$ cat config.mk
export PLATFORM = sky130hd
export DESIGN_NAME = icp_parser
export DESIGN_NICKNAME = d
export VERILOG_FILES = /design/src/icp_pkg.sv /design/src/icp_parser.sv
export SDC_FILE = /design/constraint.sdc
export NUM_CORES = 2
export LEC_CHECK = 0
export BUFFER_PORTS_ARGS = -buffer_cell sky130_fd_sc_hd__buf_2
export CORE_ASPECT_RATIO = 0.6
export CORE_MARGIN = 2
export CORE_UTILIZATION = 60
export DETAILED_ROUTE_END_ITERATION = 8
export PLACE_DENSITY = 0.77
export SLEW_MARGIN = 5
export SYNTH_ARGS = -nofsm -noshare
export SYNTH_HDL_FRONTEND = slang
export SYNTH_SLANG_ARGS = --single-unit
$ cat constraint.sdc
create_clock -name sys_clk -period 5.1 [get_ports sys_clk]
set_clock_uncertainty 0.05 [all_clocks]
set_input_delay 0.51 -clock sys_clk [delete_from_list [all_inputs] [get_ports sys_clk]]
set_output_delay 0.51 -clock sys_clk [all_outputs]
set_load 0.02 [all_outputs]
$ cat src/icp_pkg.sv
// constants, types and helper functions of the instrument command parser
package icp_pkg;
  localparam logic [6:0] ICP_MAX_LEN = 7'h50; // 80 characters per line
  localparam logic [6:0] ICP_CNT_RST = 7'h00; // counters after reset
  localparam logic [1:0] ICP_FIFO_DEPTH = 2'h2; // output buffer entries
  localparam logic [7:0] CH_NL = 8'h0A; // new line / line feed
  localparam logic [7:0] CH_CR = 8'h0D; // carriage return
  localparam logic [7:0] CH_SP = 8'h20; // space
  localparam logic [7:0] CH_COMMA = 8'h2C; // argument separator
  localparam logic [7:0] CH_SEMI = 8'h3B; // command separator
  localparam logic [7:0] CH_QUERY = 8'h3F; // query mark
  localparam logic [7:0] CH_ONE = 8'h31; // numeric on
  localparam logic [7:0] CH_ZERO = 8'h30; // numeric off
  // token kinds handed to the executor
  typedef enum logic [1:0] {
    TK_HDR = 2'b00, TK_ARG = 2'b01, TK_END = 2'b10, TK_EOM = 2'b11
  } icp_kind_t;
  // system level plus the eight subsystems
  typedef enum logic [3:0] {
    SUB_SYS = 4'h0, SUB_NUM = 4'h1, SUB_GRAP = 4'h2, SUB_MEAS = 4'h3, SUB_INP = 4'h4,
    SUB_PROC = 4'h5, SUB_IST = 4'h6, SUB_INT = 4'h7, SUB_DIAG = 4'h8
  } icp_sub_t;
  // one byte from the bus front end
  typedef struct packed {
    logic [7:0] data; // ascii byte
    logic eoi; // end signal with this byte
  } icp_rx_t;
  // one decoded token
  typedef struct packed {
    icp_kind_t kind; // header, argument, end of command, end of message
    icp_sub_t sub; // subsystem in force
    logic query; // header ended in a query mark
    logic setup; // setup save or restore header
    logic err; // syntax fault, execution stops here
    logic [2:0] len; // valid characters in text
    logic [3:0][7:0] text; // upper case, text[0] first
  } icp_tok_t;
  localparam logic [3:0][7:0] TXT_NULL = 32'h00000000; // empty text
  // case folding and classification of letters
  function automatic logic [7:0] icp_upcase(input logic [7:0] c);
    icp_upcase = (c >= 8'h61 && c <= 8'h7A) ? (c - 8'h20) : c;
  endfunction : icp_upcase
  function automatic logic icp_vowel(input logic [7:0] c);
    icp_vowel = (c == 8'h41) || (c == 8'h45) || (c == 8'h49) || (c == 8'h4F) || (c == 8'h55);
  endfunction : icp_vowel
  function automatic logic icp_letter(input logic [7:0] c);
    icp_letter = (c >= 8'h41 && c <= 8'h5A);
  endfunction : icp_letter
endpackage : icp_pkg

$ cat src/icp_parser.sv
// message buffer, tokenizer and output buffer of the command parser
`timescale 1ns/10ps
module icp_parser
  import icp_pkg::*;
(
  input wire logic sys_clk, // 50 MHz clock
  input wire logic rstn, // async reset, low
  input wire logic rx_valid, // byte offered
  input wire icp_rx_t rx, // byte and end signal
  output logic rx_ready, // byte taken when high
  output icp_tok_t tok, // token to executor
  output logic tok_valid, // token offered
  input wire logic tok_ready, // executor takes token
  input wire logic exec_err, // executor found faulty command
  output logic busy, // message being executed
  output logic ovf_err, // last line was truncated
  output logic syn_err, // last message hit syntax fault
  output logic exe_err // last message stopped by executor
);
  typedef enum logic [0:0] {S_RX = 1'b0, S_SCAN = 1'b1} icp_st_t;
  icp_st_t st_q, st_d; // receive or execute
  logic [7:0] mem_q [0:79], mem_d [0:79]; // message buffer
  logic [6:0] wr_q, wr_d; // write index
  logic [6:0] crs_q, crs_d; // start of carriage return run
  logic cr_q, cr_d; // inside a carriage return run
  logic [6:0] len_q, len_d; // buffered message length
  logic [6:0] rd_q, rd_d; // scan index
  logic [6:0] tcnt_q, tcnt_d; // characters in current token
  logic [3:0][7:0] acc_q, acc_d; // first characters of token
  logic qm_q, qm_d; // token carried a query mark
  logic hdr_q, hdr_d; // next token is a header
  logic open_q, open_d; // header sent, end not yet
  icp_sub_t sub_q, sub_d; // subsystem in force, kept across lines
  logic ovf_q, ovf_d, syn_q, syn_d, exe_q, exe_d; // fault flags
  // two entry output buffer
  icp_tok_t fq_q [0:1], fq_d [0:1]; // entries
  logic wp_q, wp_d, rp_q, rp_d; // pointers
  logic [1:0] cnt_q, cnt_d; // occupancy
  logic push; // scanner writes a token
  logic flush; // fault drops queued tokens
  icp_tok_t nt; // token being written
  logic in_ready; // buffer has room
  logic [7:0] c, ch; // received byte, scanned byte
  logic at_end, is_sep, is_semi; // scan classification
  logic [2:0] slen; // shortform length
  logic [3:0][7:0] stxt; // shortform text
  icp_sub_t hsub; // subsystem named by header
  logic [31:0] srev, arev; // shortform and token text in reading order

  // text[0] holds the first character, while a string literal puts its first character on top;
  // turning the bytes round lets the decode compare against plain literals
  function automatic logic [31:0] icp_rev(input logic [3:0][7:0] t);
    icp_rev = {t[0], t[1], t[2], t[3]};
  endfunction : icp_rev
  assign srev = icp_rev(stxt);
  assign arev = icp_rev(acc_q);

  assign in_ready = (cnt_q != ICP_FIFO_DEPTH);
  assign tok_valid = (cnt_q != 2'h0);
  assign tok = fq_q[rp_q];
  assign rx_ready = (st_q == S_RX); // buffer locked while executing
  assign busy = (st_q == S_SCAN);
  assign ovf_err = ovf_q;
  assign syn_err = syn_q;
  assign exe_err = exe_q;
  assign c = icp_upcase(rx.data);
  assign ch = icp_upcase(mem_q[rd_q[6:0] < ICP_MAX_LEN ? rd_q : ICP_CNT_RST]);
  assign at_end = (rd_q == len_q);
  assign is_sep = (ch == CH_SP) || (ch == CH_COMMA);
  assign is_semi = (ch == CH_SEMI);

  // shortform of the collected header
  always_comb begin
    slen = (tcnt_q > 7'h04) ? 3'h4 : tcnt_q[2:0];
    if (tcnt_q >= 7'h04 && icp_vowel(acc_q[3])) begin
      slen = 3'h3;
    end
    stxt = acc_q;
    if (slen == 3'h3) begin
      stxt[3] = 8'h00; // cut to three characters
    end
  end

  // subsystem selector decode on the shortform
  always_comb begin
    case (srev)
      {"NUM", 8'h00}: hsub = SUB_NUM;
      "GRAP": hsub = SUB_GRAP;
      "MEAS": hsub = SUB_MEAS;
      "PRET": hsub = SUB_MEAS;
      {"INP", 8'h00}: hsub = SUB_INP;
      "PROC": hsub = SUB_PROC;
      {"IST", 8'h00}: hsub = SUB_IST;
      {"INT", 8'h00}: hsub = SUB_INT;
      "DIAG": hsub = SUB_DIAG;
      default: hsub = sub_q; // a command keeps the current subsystem
    endcase
  end

  // receive and scan next state
  always_comb begin
    st_d = st_q;
    mem_d = mem_q;
    wr_d = wr_q;
    crs_d = crs_q;
    cr_d = cr_q;
    len_d = len_q;
    rd_d = rd_q;
    tcnt_d = tcnt_q;
    acc_d = acc_q;
    qm_d = qm_q;
    hdr_d = hdr_q;
    open_d = open_q;
    sub_d = sub_q;
    ovf_d = ovf_q;
    syn_d = syn_q;
    exe_d = exe_q;
    push = 1'b0;
    flush = 1'b0;
    nt = '{kind: TK_EOM, sub: sub_q, query: 1'b0, setup: 1'b0, err: 1'b0, len: 3'h0, text: TXT_NULL};
    case (st_q)
      S_RX: begin
        if (rx_valid) begin
          if (wr_q == ICP_CNT_RST && !cr_q) begin
            ovf_d = 1'b0; // new line clears old faults
            syn_d = 1'b0;
            exe_d = 1'b0;
          end
          if (c == CH_NL) begin
            len_d = cr_q ? crs_q : wr_q;
            st_d = S_SCAN;
          end else begin
            if (wr_q < ICP_MAX_LEN) begin
              mem_d[wr_q] = c;
              wr_d = wr_q + 7'h01;
            end else begin
              ovf_d = 1'b1;
            end
            if (c == CH_CR) begin
              if (!cr_q) begin
                crs_d = wr_q;
              end
              cr_d = 1'b1;
            end else begin
              cr_d = 1'b0;
            end
            if (rx.eoi) begin
              len_d = (wr_q < ICP_MAX_LEN) ? wr_q + 7'h01 : wr_q;
              st_d = S_SCAN;
            end
          end
          if (st_d == S_SCAN) begin
            wr_d = ICP_CNT_RST;
            cr_d = 1'b0;
            rd_d = ICP_CNT_RST;
            tcnt_d = ICP_CNT_RST;
            acc_d = TXT_NULL;
            qm_d = 1'b0;
            hdr_d = 1'b1;
            open_d = 1'b0;
          end
        end
      end
      S_SCAN: begin
        if (exec_err) begin
          exe_d = 1'b1;
          flush = 1'b1;
          st_d = S_RX;
        end else if (in_ready) begin
          if ((at_end || is_sep || is_semi) && tcnt_q != ICP_CNT_RST) begin
            push = 1'b1; // one token per scan step
            tcnt_d = ICP_CNT_RST;
            acc_d = TXT_NULL;
            qm_d = 1'b0;
            nt.query = qm_q;
            if (hdr_q) begin
              nt.kind = TK_HDR;
              nt.len = slen;
              nt.text = stxt;
              nt.sub = hsub;
              sub_d = hsub;
              nt.setup = (srev == {"SET", 8'h00});
              hdr_d = 1'b0;
              open_d = 1'b1;
              if (!icp_letter(acc_q[0])) begin
                nt.err = 1'b1;
                syn_d = 1'b1;
                st_d = S_RX;
              end
            end else begin
              nt.kind = TK_ARG;
              nt.len = slen > 3'h3 || tcnt_q > 7'h03 ? 3'h4 : tcnt_q[2:0];
              nt.text = acc_q;
              if (sub_q != SUB_GRAP && (arev == {"OFF", 8'h00} || arev == {"ON", 16'h0000})) begin
                nt.len = 3'h1;
                // digit goes in the first character slot
                nt.text = {24'h000000, (acc_q[1] == 8'h4E) ? CH_ONE : CH_ZERO};
              end
            end
          end else if ((at_end || is_semi) && open_q) begin
            push = 1'b1;
            nt.kind = TK_END;
            open_d = 1'b0;
            hdr_d = 1'b1;
            if (!at_end) begin
              rd_d = rd_q + 7'h01;
            end
          end else if (at_end) begin
            push = 1'b1;
            nt.kind = TK_EOM;
            st_d = S_RX;
          end else begin
            rd_d = rd_q + 7'h01;
            if (!is_sep && !is_semi) begin
              if (ch == CH_QUERY) begin
                qm_d = 1'b1;
              end else if (tcnt_q < 7'h04) begin
                acc_d[tcnt_q[1:0]] = ch;
              end
              if (ch != CH_QUERY && tcnt_q != ICP_MAX_LEN) begin
                tcnt_d = tcnt_q + 7'h01;
              end
            end
          end
        end
      end
      default: st_d = S_RX;
    endcase
  end

  // output buffer next state
  always_comb begin
    fq_d = fq_q;
    wp_d = wp_q;
    rp_d = rp_q;
    cnt_d = cnt_q;
    if (flush) begin
      cnt_d = 2'h0; // queued later commands never run
      rp_d = wp_q;
    end else begin
      if (push) begin
        fq_d[wp_q] = nt;
        wp_d = ~wp_q;
      end
      if (tok_valid && tok_ready) begin
        rp_d = ~rp_q;
      end
      cnt_d = cnt_q + {1'b0, push} - {1'b0, tok_valid && tok_ready};
    end
  end

  // state registers
  always_ff @(posedge sys_clk or negedge rstn) begin
    if (!rstn) begin
      st_q <= S_RX;
      for (int i = 0; i < 80; i++) begin
        mem_q[i] <= 8'h00;
      end
      wr_q <= ICP_CNT_RST;
      crs_q <= ICP_CNT_RST;
      cr_q <= 1'b0;
      len_q <= ICP_CNT_RST;
      rd_q <= ICP_CNT_RST;
      tcnt_q <= ICP_CNT_RST;
      acc_q <= TXT_NULL;
      qm_q <= 1'b0;
      hdr_q <= 1'b1;
      open_q <= 1'b0;
      sub_q <= SUB_SYS;
      ovf_q <= 1'b0;
      syn_q <= 1'b0;
      exe_q <= 1'b0;
      fq_q[0] <= '0;
      fq_q[1] <= '0;
      wp_q <= 1'b0;
      rp_q <= 1'b0;
      cnt_q <= 2'h0;
    end else begin
      st_q <= st_d;
      mem_q <= mem_d;
      wr_q <= wr_d;
      crs_q <= crs_d;
      cr_q <= cr_d;
      len_q <= len_d;
      rd_q <= rd_d;
      tcnt_q <= tcnt_d;
      acc_q <= acc_d;
      qm_q <= qm_d;
      hdr_q <= hdr_d;
      open_q <= open_d;
      sub_q <= sub_d;
      ovf_q <= ovf_d;
      syn_q <= syn_d;
      exe_q <= exe_d;
      fq_q <= fq_d;
      wp_q <= wp_d;
      rp_q <= rp_d;
      cnt_q <= cnt_d;
    end
  end
endmodule : icp_parser

; Yosys cells after proc, flatten, opt, wreduce, memory -nomap -nowiden
; Cells that the tools add are included.
[op_classes]
n_reduce_logical = 48
bitwise_logic = 10
n_eq_ne = 51
n_lt_le_gt_ge = 21
add_sub_neg = 7
muxes = 131
[op_table]
columns = cell, n
row1 = 640-bit bitwise mux, 1
row2 = "32-bit by 31-bit equality test with 1-bit output, second input constant", 12
row3 = 32-bit 2-to-1 mux, 10
row4 = 44-bit 2-to-1 mux, 7
row5 = 7-bit 2-to-1 mux, 20
row6 = 88-bit bitwise mux, 1
row7 = 35-bit 2-to-1 mux, 2
row8 = 32-bit case mux with 2 select lines, 1
row9 = 1-bit 2-to-1 mux, 60
row10 = 8-bit binary-select mux with 7-bit select, 1
row11 = 8-bit demux with 7-bit select, 1
row12 = 8-bit 2-to-1 mux, 7
row13 = "8-bit by 7-bit equality test with 1-bit output, second input constant", 6
row14 = 44-bit demux with 1-bit select, 1
row15 = 42-bit 2-to-1 mux, 1
row16 = 32-bit bitwise mux, 1
row17 = "8-bit by 6-bit equality test with 1-bit output, second input constant", 4
row18 = 4-bit case mux with 8 select lines, 1
row19 = 7-bit case mux with 2 select lines, 2
row20 = "8-bit by 7-bit >= comparator with 1-bit output, second input constant", 3
row21 = "8-bit by 7-bit <= comparator with 1-bit output, second input constant", 3
row22 = "7-bit by 1-bit adder with 7-bit output, second input constant", 3
row23 = 8-bit demux with 2-bit select, 1
row24 = "8-bit by 4-bit equality test with 1-bit output, second input constant", 2
row25 = 47 further kinds, 117
[totals]
out_inout_bits = 50
in_bits = 14
ff_bits = 811

; Logic depth before layout (Yosys ltp)
[depth]
word_depth = 21
ltp_mapped = 24
mapped_depth_nobuf = 17

; Least setup slack after synthesis
; No wires, ideal clock.
[synth_path]
kind = register -> register
startpoint = register rd_q[0]
endpoint = register cnt_q[1]
stages_incl_launch_ff = 22
slack_ns = 0.958
period_less_slack_ns = 4.142
setup_time_ns = 0.133
t_arrival_ns = 3.958
cell_sequence = dfrtp_1 > buf_2 > buf_6 > buf_6 > buf_4 > buf_2 > mux4_2 > a21oi_1 > o21ai_0 > o311a_1 > a32oi_4 > o211ai_2 > nor3_4 > nand3_2 > nand2_1 > nand2_1 > ha_1 > inv_1 > ha_1 > xor2_1 > xnor2_1 > a21oi_1
[synth_between]
elab_chain_cells = 21
word_cells_on_any_way = 30
[synth_lines]
columns = item, line_no
row1 = start: declaration, icp_parser.sv:27  ; logic [6:0] rd_q, rd_d;
row2 = start signal: assignment, icp_parser.sv:285  ; rd_q <= rd_d;
row3 = 7-bit < comparator, icp_parser.sv:67  ; assign ch = icp_upcase(mem_q[rd_q[6:0] < ICP_MAX_LEN ? rd_q : ICP_CNT_RST]);
row4 = 7-bit 2-to-1 mux, icp_parser.sv:67
row5 = 7-bit NOT with 8-bit output, icp_parser.sv:67
row6 = 8-bit binary-select mux with 7-bit select, icp_parser.sv:67
row7 = 8-bit 2-to-1 mux (2 in a row), icp_parser.sv:67
row8 = 8-bit by 7-bit >= comparator with 1-bit output or 8-bit by 7-bit <= comparator with 1-bit output (tied branches), icp_pkg.sv:41  ; icp_upcase = (c >= 8'h61 && c <= 8'h7A) ? (c - 8'h20) : c;
row9 = 1-bit logical AND, icp_pkg.sv:41
row10 = 8-bit 2-to-1 mux, icp_pkg.sv:41
row11 = (+5 left out), --
row12 = 1-bit 2-to-1 mux *, icp_parser.sv:170  ; if ((at_end || is_sep || is_semi) && tcnt_q != ICP_CNT_RST) begin
row13 = 1-bit 2-to-1 mux *, icp_parser.sv:169  ; end else if (in_ready) begin
row14 = 1-bit 2-to-1 mux *, icp_parser.sv:165  ; if (exec_err) begin
row15 = 1-bit 2-to-1 mux *, icp_parser.sv:121  ; case (st_q)
row16 = 2-bit by 1-bit adder with 2-bit output *, icp_parser.sv:248  ; cnt_d = cnt_q + {1'b0, push} - {1'b0, tok_valid && tok_ready};
row17 = 2-bit by 1-bit subtractor with 2-bit output *, icp_parser.sv:248
row18 = 2-bit 2-to-1 mux *, icp_parser.sv:237  ; if (flush) begin
row19 = named net cnt_d[1], icp_parser.sv:38  ; logic [1:0] cnt_q, cnt_d;
row20 = end signal: assignment, icp_parser.sv:298  ; cnt_q <= cnt_d;
row21 = end: declaration, icp_parser.sv:38
; Mark *: on every way through the listed nets, which the timed path passes. The rest lies on a longest branch. The select of a mux whose other input is x is not followed.
; A chain may end at the register's enable or synchronous reset.

; Final worst setup path
[layout_path]
startpoint = register rd_q[3]
endpoint = register fq_q[12] (netlist bit)
[layout_between]
elab_chain_cells = 19
word_cells_on_any_way = 33
[layout_lines]
columns = item, line_no
row1 = 7-bit < comparator, icp_parser.sv:67
row2 = 7-bit 2-to-1 mux, icp_parser.sv:67
row3 = 7-bit NOT with 8-bit output, icp_parser.sv:67
row4 = 8-bit binary-select mux with 7-bit select, icp_parser.sv:67
row5 = 8-bit 2-to-1 mux (2 in a row), icp_parser.sv:67
row6 = 8-bit by 7-bit >= comparator with 1-bit output or 8-bit by 7-bit <= comparator with 1-bit output (tied branches), icp_pkg.sv:41
row7 = 1-bit logical AND, icp_pkg.sv:41
row8 = 8-bit 2-to-1 mux, icp_pkg.sv:41
row9 = 8-bit by 6-bit equality test with 1-bit output, icp_parser.sv:69  ; assign is_sep = (ch == CH_SP) || (ch == CH_COMMA);
row10 = 1-bit logical OR, icp_parser.sv:69
row11 = 1-bit logical OR (2 in a row), icp_parser.sv:170
row12 = 1-bit logical AND, icp_parser.sv:170
row13 = 42-bit 2-to-1 mux or 1-bit 2-to-1 mux (tied branches), icp_parser.sv:170
row14 = 44-bit 2-to-1 mux or 1-bit 2-to-1 mux (tied branches), icp_parser.sv:169
row15 = 44-bit 2-to-1 mux or 1-bit 2-to-1 mux (tied branches), icp_parser.sv:165
row16 = 44-bit 2-to-1 mux or 1-bit 2-to-1 mux (tied branches), icp_parser.sv:121
row17 = 88-bit bitwise mux or 2-bit AND reduction (tied branches), --
row18 = end signal: assignment, icp_parser.sv:295  ; fq_q <= fq_d;
row19 = end: declaration, icp_parser.sv:36  ; icp_tok_t fq_q [0:1], fq_d [0:1];
; Parallel ways exist; a longest one is shown, timed or not. The select of a mux whose other input is x is not followed.

==> reports/results.ini <==
[detailed_routing]
final_antenna_net_count = 0
drc = 0
wl_um = 133600
via_per_inst = 6.847
wl_met2_um = 49230
highest-signal-layer = met5
vias = 31443
wl_met3_um = 22010
drt_iter0_drc = 4445
drtPass1Iterations = 6
wl_met1_um = 58790
wire_per_inst_um = 29.09

[setup_path]
end_kind = flop
worstPathArrival_ps = 5480
max_stage_delay_ps = 710
crit_required_ps = 5630
critPathBufInv = 3
cp_top_family = compound AO/OA/AOI/OAI gates
path_max_fanout = 28
path_cells = inv_1, nor2_1, a311oi_1, o21ai_0, a221oi_1, o2111ai_1, a211oi_1, and2_1, buf_4, o21ai_2, a211oi_4, buf_12, and2_2, a22o_1
startpoint_type = flop
path_class = flop to flop
cp_slowest_cell = a221oi_1

[logic_synthesis]
yosys_warnings = 0
synth_cells = 3675
synth_top_area_share_pct = 51.26
synth_edf_count = 0
yosysTopAreaCell = dfrtp_1
synth_area_um2 = 39540
synth_seq_area_share_pct = 51.32
synthArstFlopShare_pct = 100.0
avgSynthCellArea_um2 = 10.76
ys_ff_latch = 811
synth_flop_cell = dfrtp_1
syn_nets = 3700
netlist_top_cells_area = dfrtp_1, mux2_2, nand2_1
ys_types = 104

[sta]
rsz0062_at_grt = false
period_needed_ps = 4948
fmaxAchievable_ghz = 0.2021
finalHoldViolations = 0
drv_slew = 0
post-route-period-util_pct = 97.01
finalSetupViolCount = 0
worstMarginPinSlew_ps = 1158
slew_headroom_pct = 22.37

[power_and_ir_drop]
power_mw = 19.40
leakagePower_nw = 19.95
vdd_drop_max_mv = 0.2653
p_per_area_nw_per_um2 = 443.7

[layout]
area_delta_synth_final_pct = 10.57
mostFrequentLayoutCells = dfrtp_1, nand2_1, mux2_2, o21ai_0, buf_4
utilization_pct = 67.51
num-fill-cells = 4853
final_area_um2 = 43720
layout.cells.most_common = dfrtp_1
drive_gt1_share_pct = 26.18
final_nets = 3707

[clock_network]
cts_tree = done
clkTransAtPathRegs_ps = 70
cts_htree_levels = 3
cts.path.max_buffers = 3
clkLatencyLatePin_ps = 670
numCtsBuffers = 75
cts.sinks = 811
cts-root-buf = clkbuf_16

[flow_run]
drv_cap = 0

[place]
portBuffers = 63
gp_congestion = 1.000
dpl_cell_area_um2 = 41100
detailed_place_hpwl_um = 91370

[grt]
grt_first_pass_wirelength_um = 201400
grt_antenna_before_repair = 6
grt_use_total_pct = 39.69
grt_pass1_vias = 30129
grt_start_max_net_pins = 135
gr-total-overflow = 0

[die]
rows = 72
pin_count = 64
initial_utilization_pct = 61.05
core_area_um2 = 64770
dieHeight_um = 202.9
dieArea_um2 = 68040
dieWidth_um = 335.4

[worst_hold_path]
hold_path.class = input port to flop

[outcome]
status = complete, no violations

## kinds of logic after synthesis
family	count (synthesis)	synth area share, %
AND/OR/NAND/NOR	940	10.66
AO/OA/AOI/OAI	900	14.73
flip-flops	811	51.32
multiplexers	612	18.10
buffers and inverters	389	4.572
XOR/XNOR	12	0.2658
adder cells (fa/ha/maj)	11	0.3480
## cell type report
| class | count | area (µm²) | area share, % |
|---|---|---|---|
| Sequential cell | 811 | 20310 | 46.45 |
| Antenna cell | 2 | 5.005 | 0.01145 |
| Multi-Input combinational cell | 2475 | 17580 | 40.20 |
| Tap cell | 851 | 1065 | 2.435 |
| Inverter | 62 | 232.7 | 0.5322 |
| Clock buffer | 107 | 2182 | 4.991 |
| Timing Repair Buffer | 257 | 2054 | 4.699 |
| Clock inverter | 27 | 300.3 | 0.6868 |
## final timing paths
kind	end	startpoint	slack, ps	depth (start not counted)
hold reg to reg	mem_q[158]	mem_q[158]	420	2
hold / removal	cr_q	rx[0]	40	2
min in group asynchronous	mem_q[199]	rstn	430	2
setup / recovery	fq_q[12]	rd_q[3]	150	14
setup reg to reg	fq_q[12]	rd_q[3]	150	14
max in group asynchronous	fq_q[30]	rstn	3220	3
## worst register-to-register path, delay by kind of cell, from the launching register on
family | cells | cell delay, ps
flops | 1 | 450
compound gates | 8 | 2570
simple gates | 3 | 1000
buf+inv | 3 | 810
## registers in the layout, summed over array words and instances, names as in the netlist, 2 cells and up
name and cells:
fq_q 88, cnt_q 2, mem_q 640, crs_q 7
tcnt_q 7, sub_q 4, rd_q 7, wr_q 7
acc_q 32, len_q 7
## layer usage
| metal | global-route usage (%) | vias to the layer above |
|---|---|---|
| met3 | 18.74 | 268 |
| met2 | 47.64 | 2172 |
| li1 | - | 13266 |
| met4 | 9.529 | 10 |
| met1 | 62.84 | 15727 |
| met5 | 0 | - |
## cell usage after synthesis, drive strengths merged, types with 10 or more instances
cell type	count
dfrtp	810
nand2	539
mux2	494
o21ai	405
clkbuf	196
buf	131
nor2	127
a21oi	103
mux2i	85
inv	61
nand3	59
nor3	49
a211oi	47
o22ai	40
a31oi	36
mux4	33
nand4	28
o211ai	28
a22o	24
a221oi	21
nand2b	21
o221ai	21
o2bb2ai	21
nor2b	19
and3	18
nor4	17
a2111oi	12
and2	12
ha	11
or3	11
a311oi	10
## per-stage QoR
step / setup WS [ps] / cells / hold WS (ps) / setup TNS, ps
after global routing: 35.25 / 4590 / 16.94 / 0
after global placement: 99.15 / 4446 / 404.4 / 0
after floorplan: 958.4 / 3675 / 164.4 / 0
final: 152.4 / 4592 / 37.88 / 0
after CTS: 17.42 / 4581 / 26.94 / 0
after detailed placement: -6.261 / 4446 / 413.2 / -6.261
## repair_timing
item / in CTS / in global routing
pin swaps: 0 / 3
resized for setup: 1 / 15
endpoints found under the setup margin: 14 / 123
hold buffers: 1 / 0
endpoints found under the hold margin: 89 / 0
setup buffers: 0 / 9
## where the power goes
group / internal [mW] / switching, mW / leakage, nW / total [mW]
Clock: 3.29 / 2.58 / 1.22 / 5.87
Combinational: 1.99 / 4.19 / 7.52 / 6.18
Sequential: 6.86 / 0.491 / 11.2 / 7.36
Power figures use the tool's default switching activity.
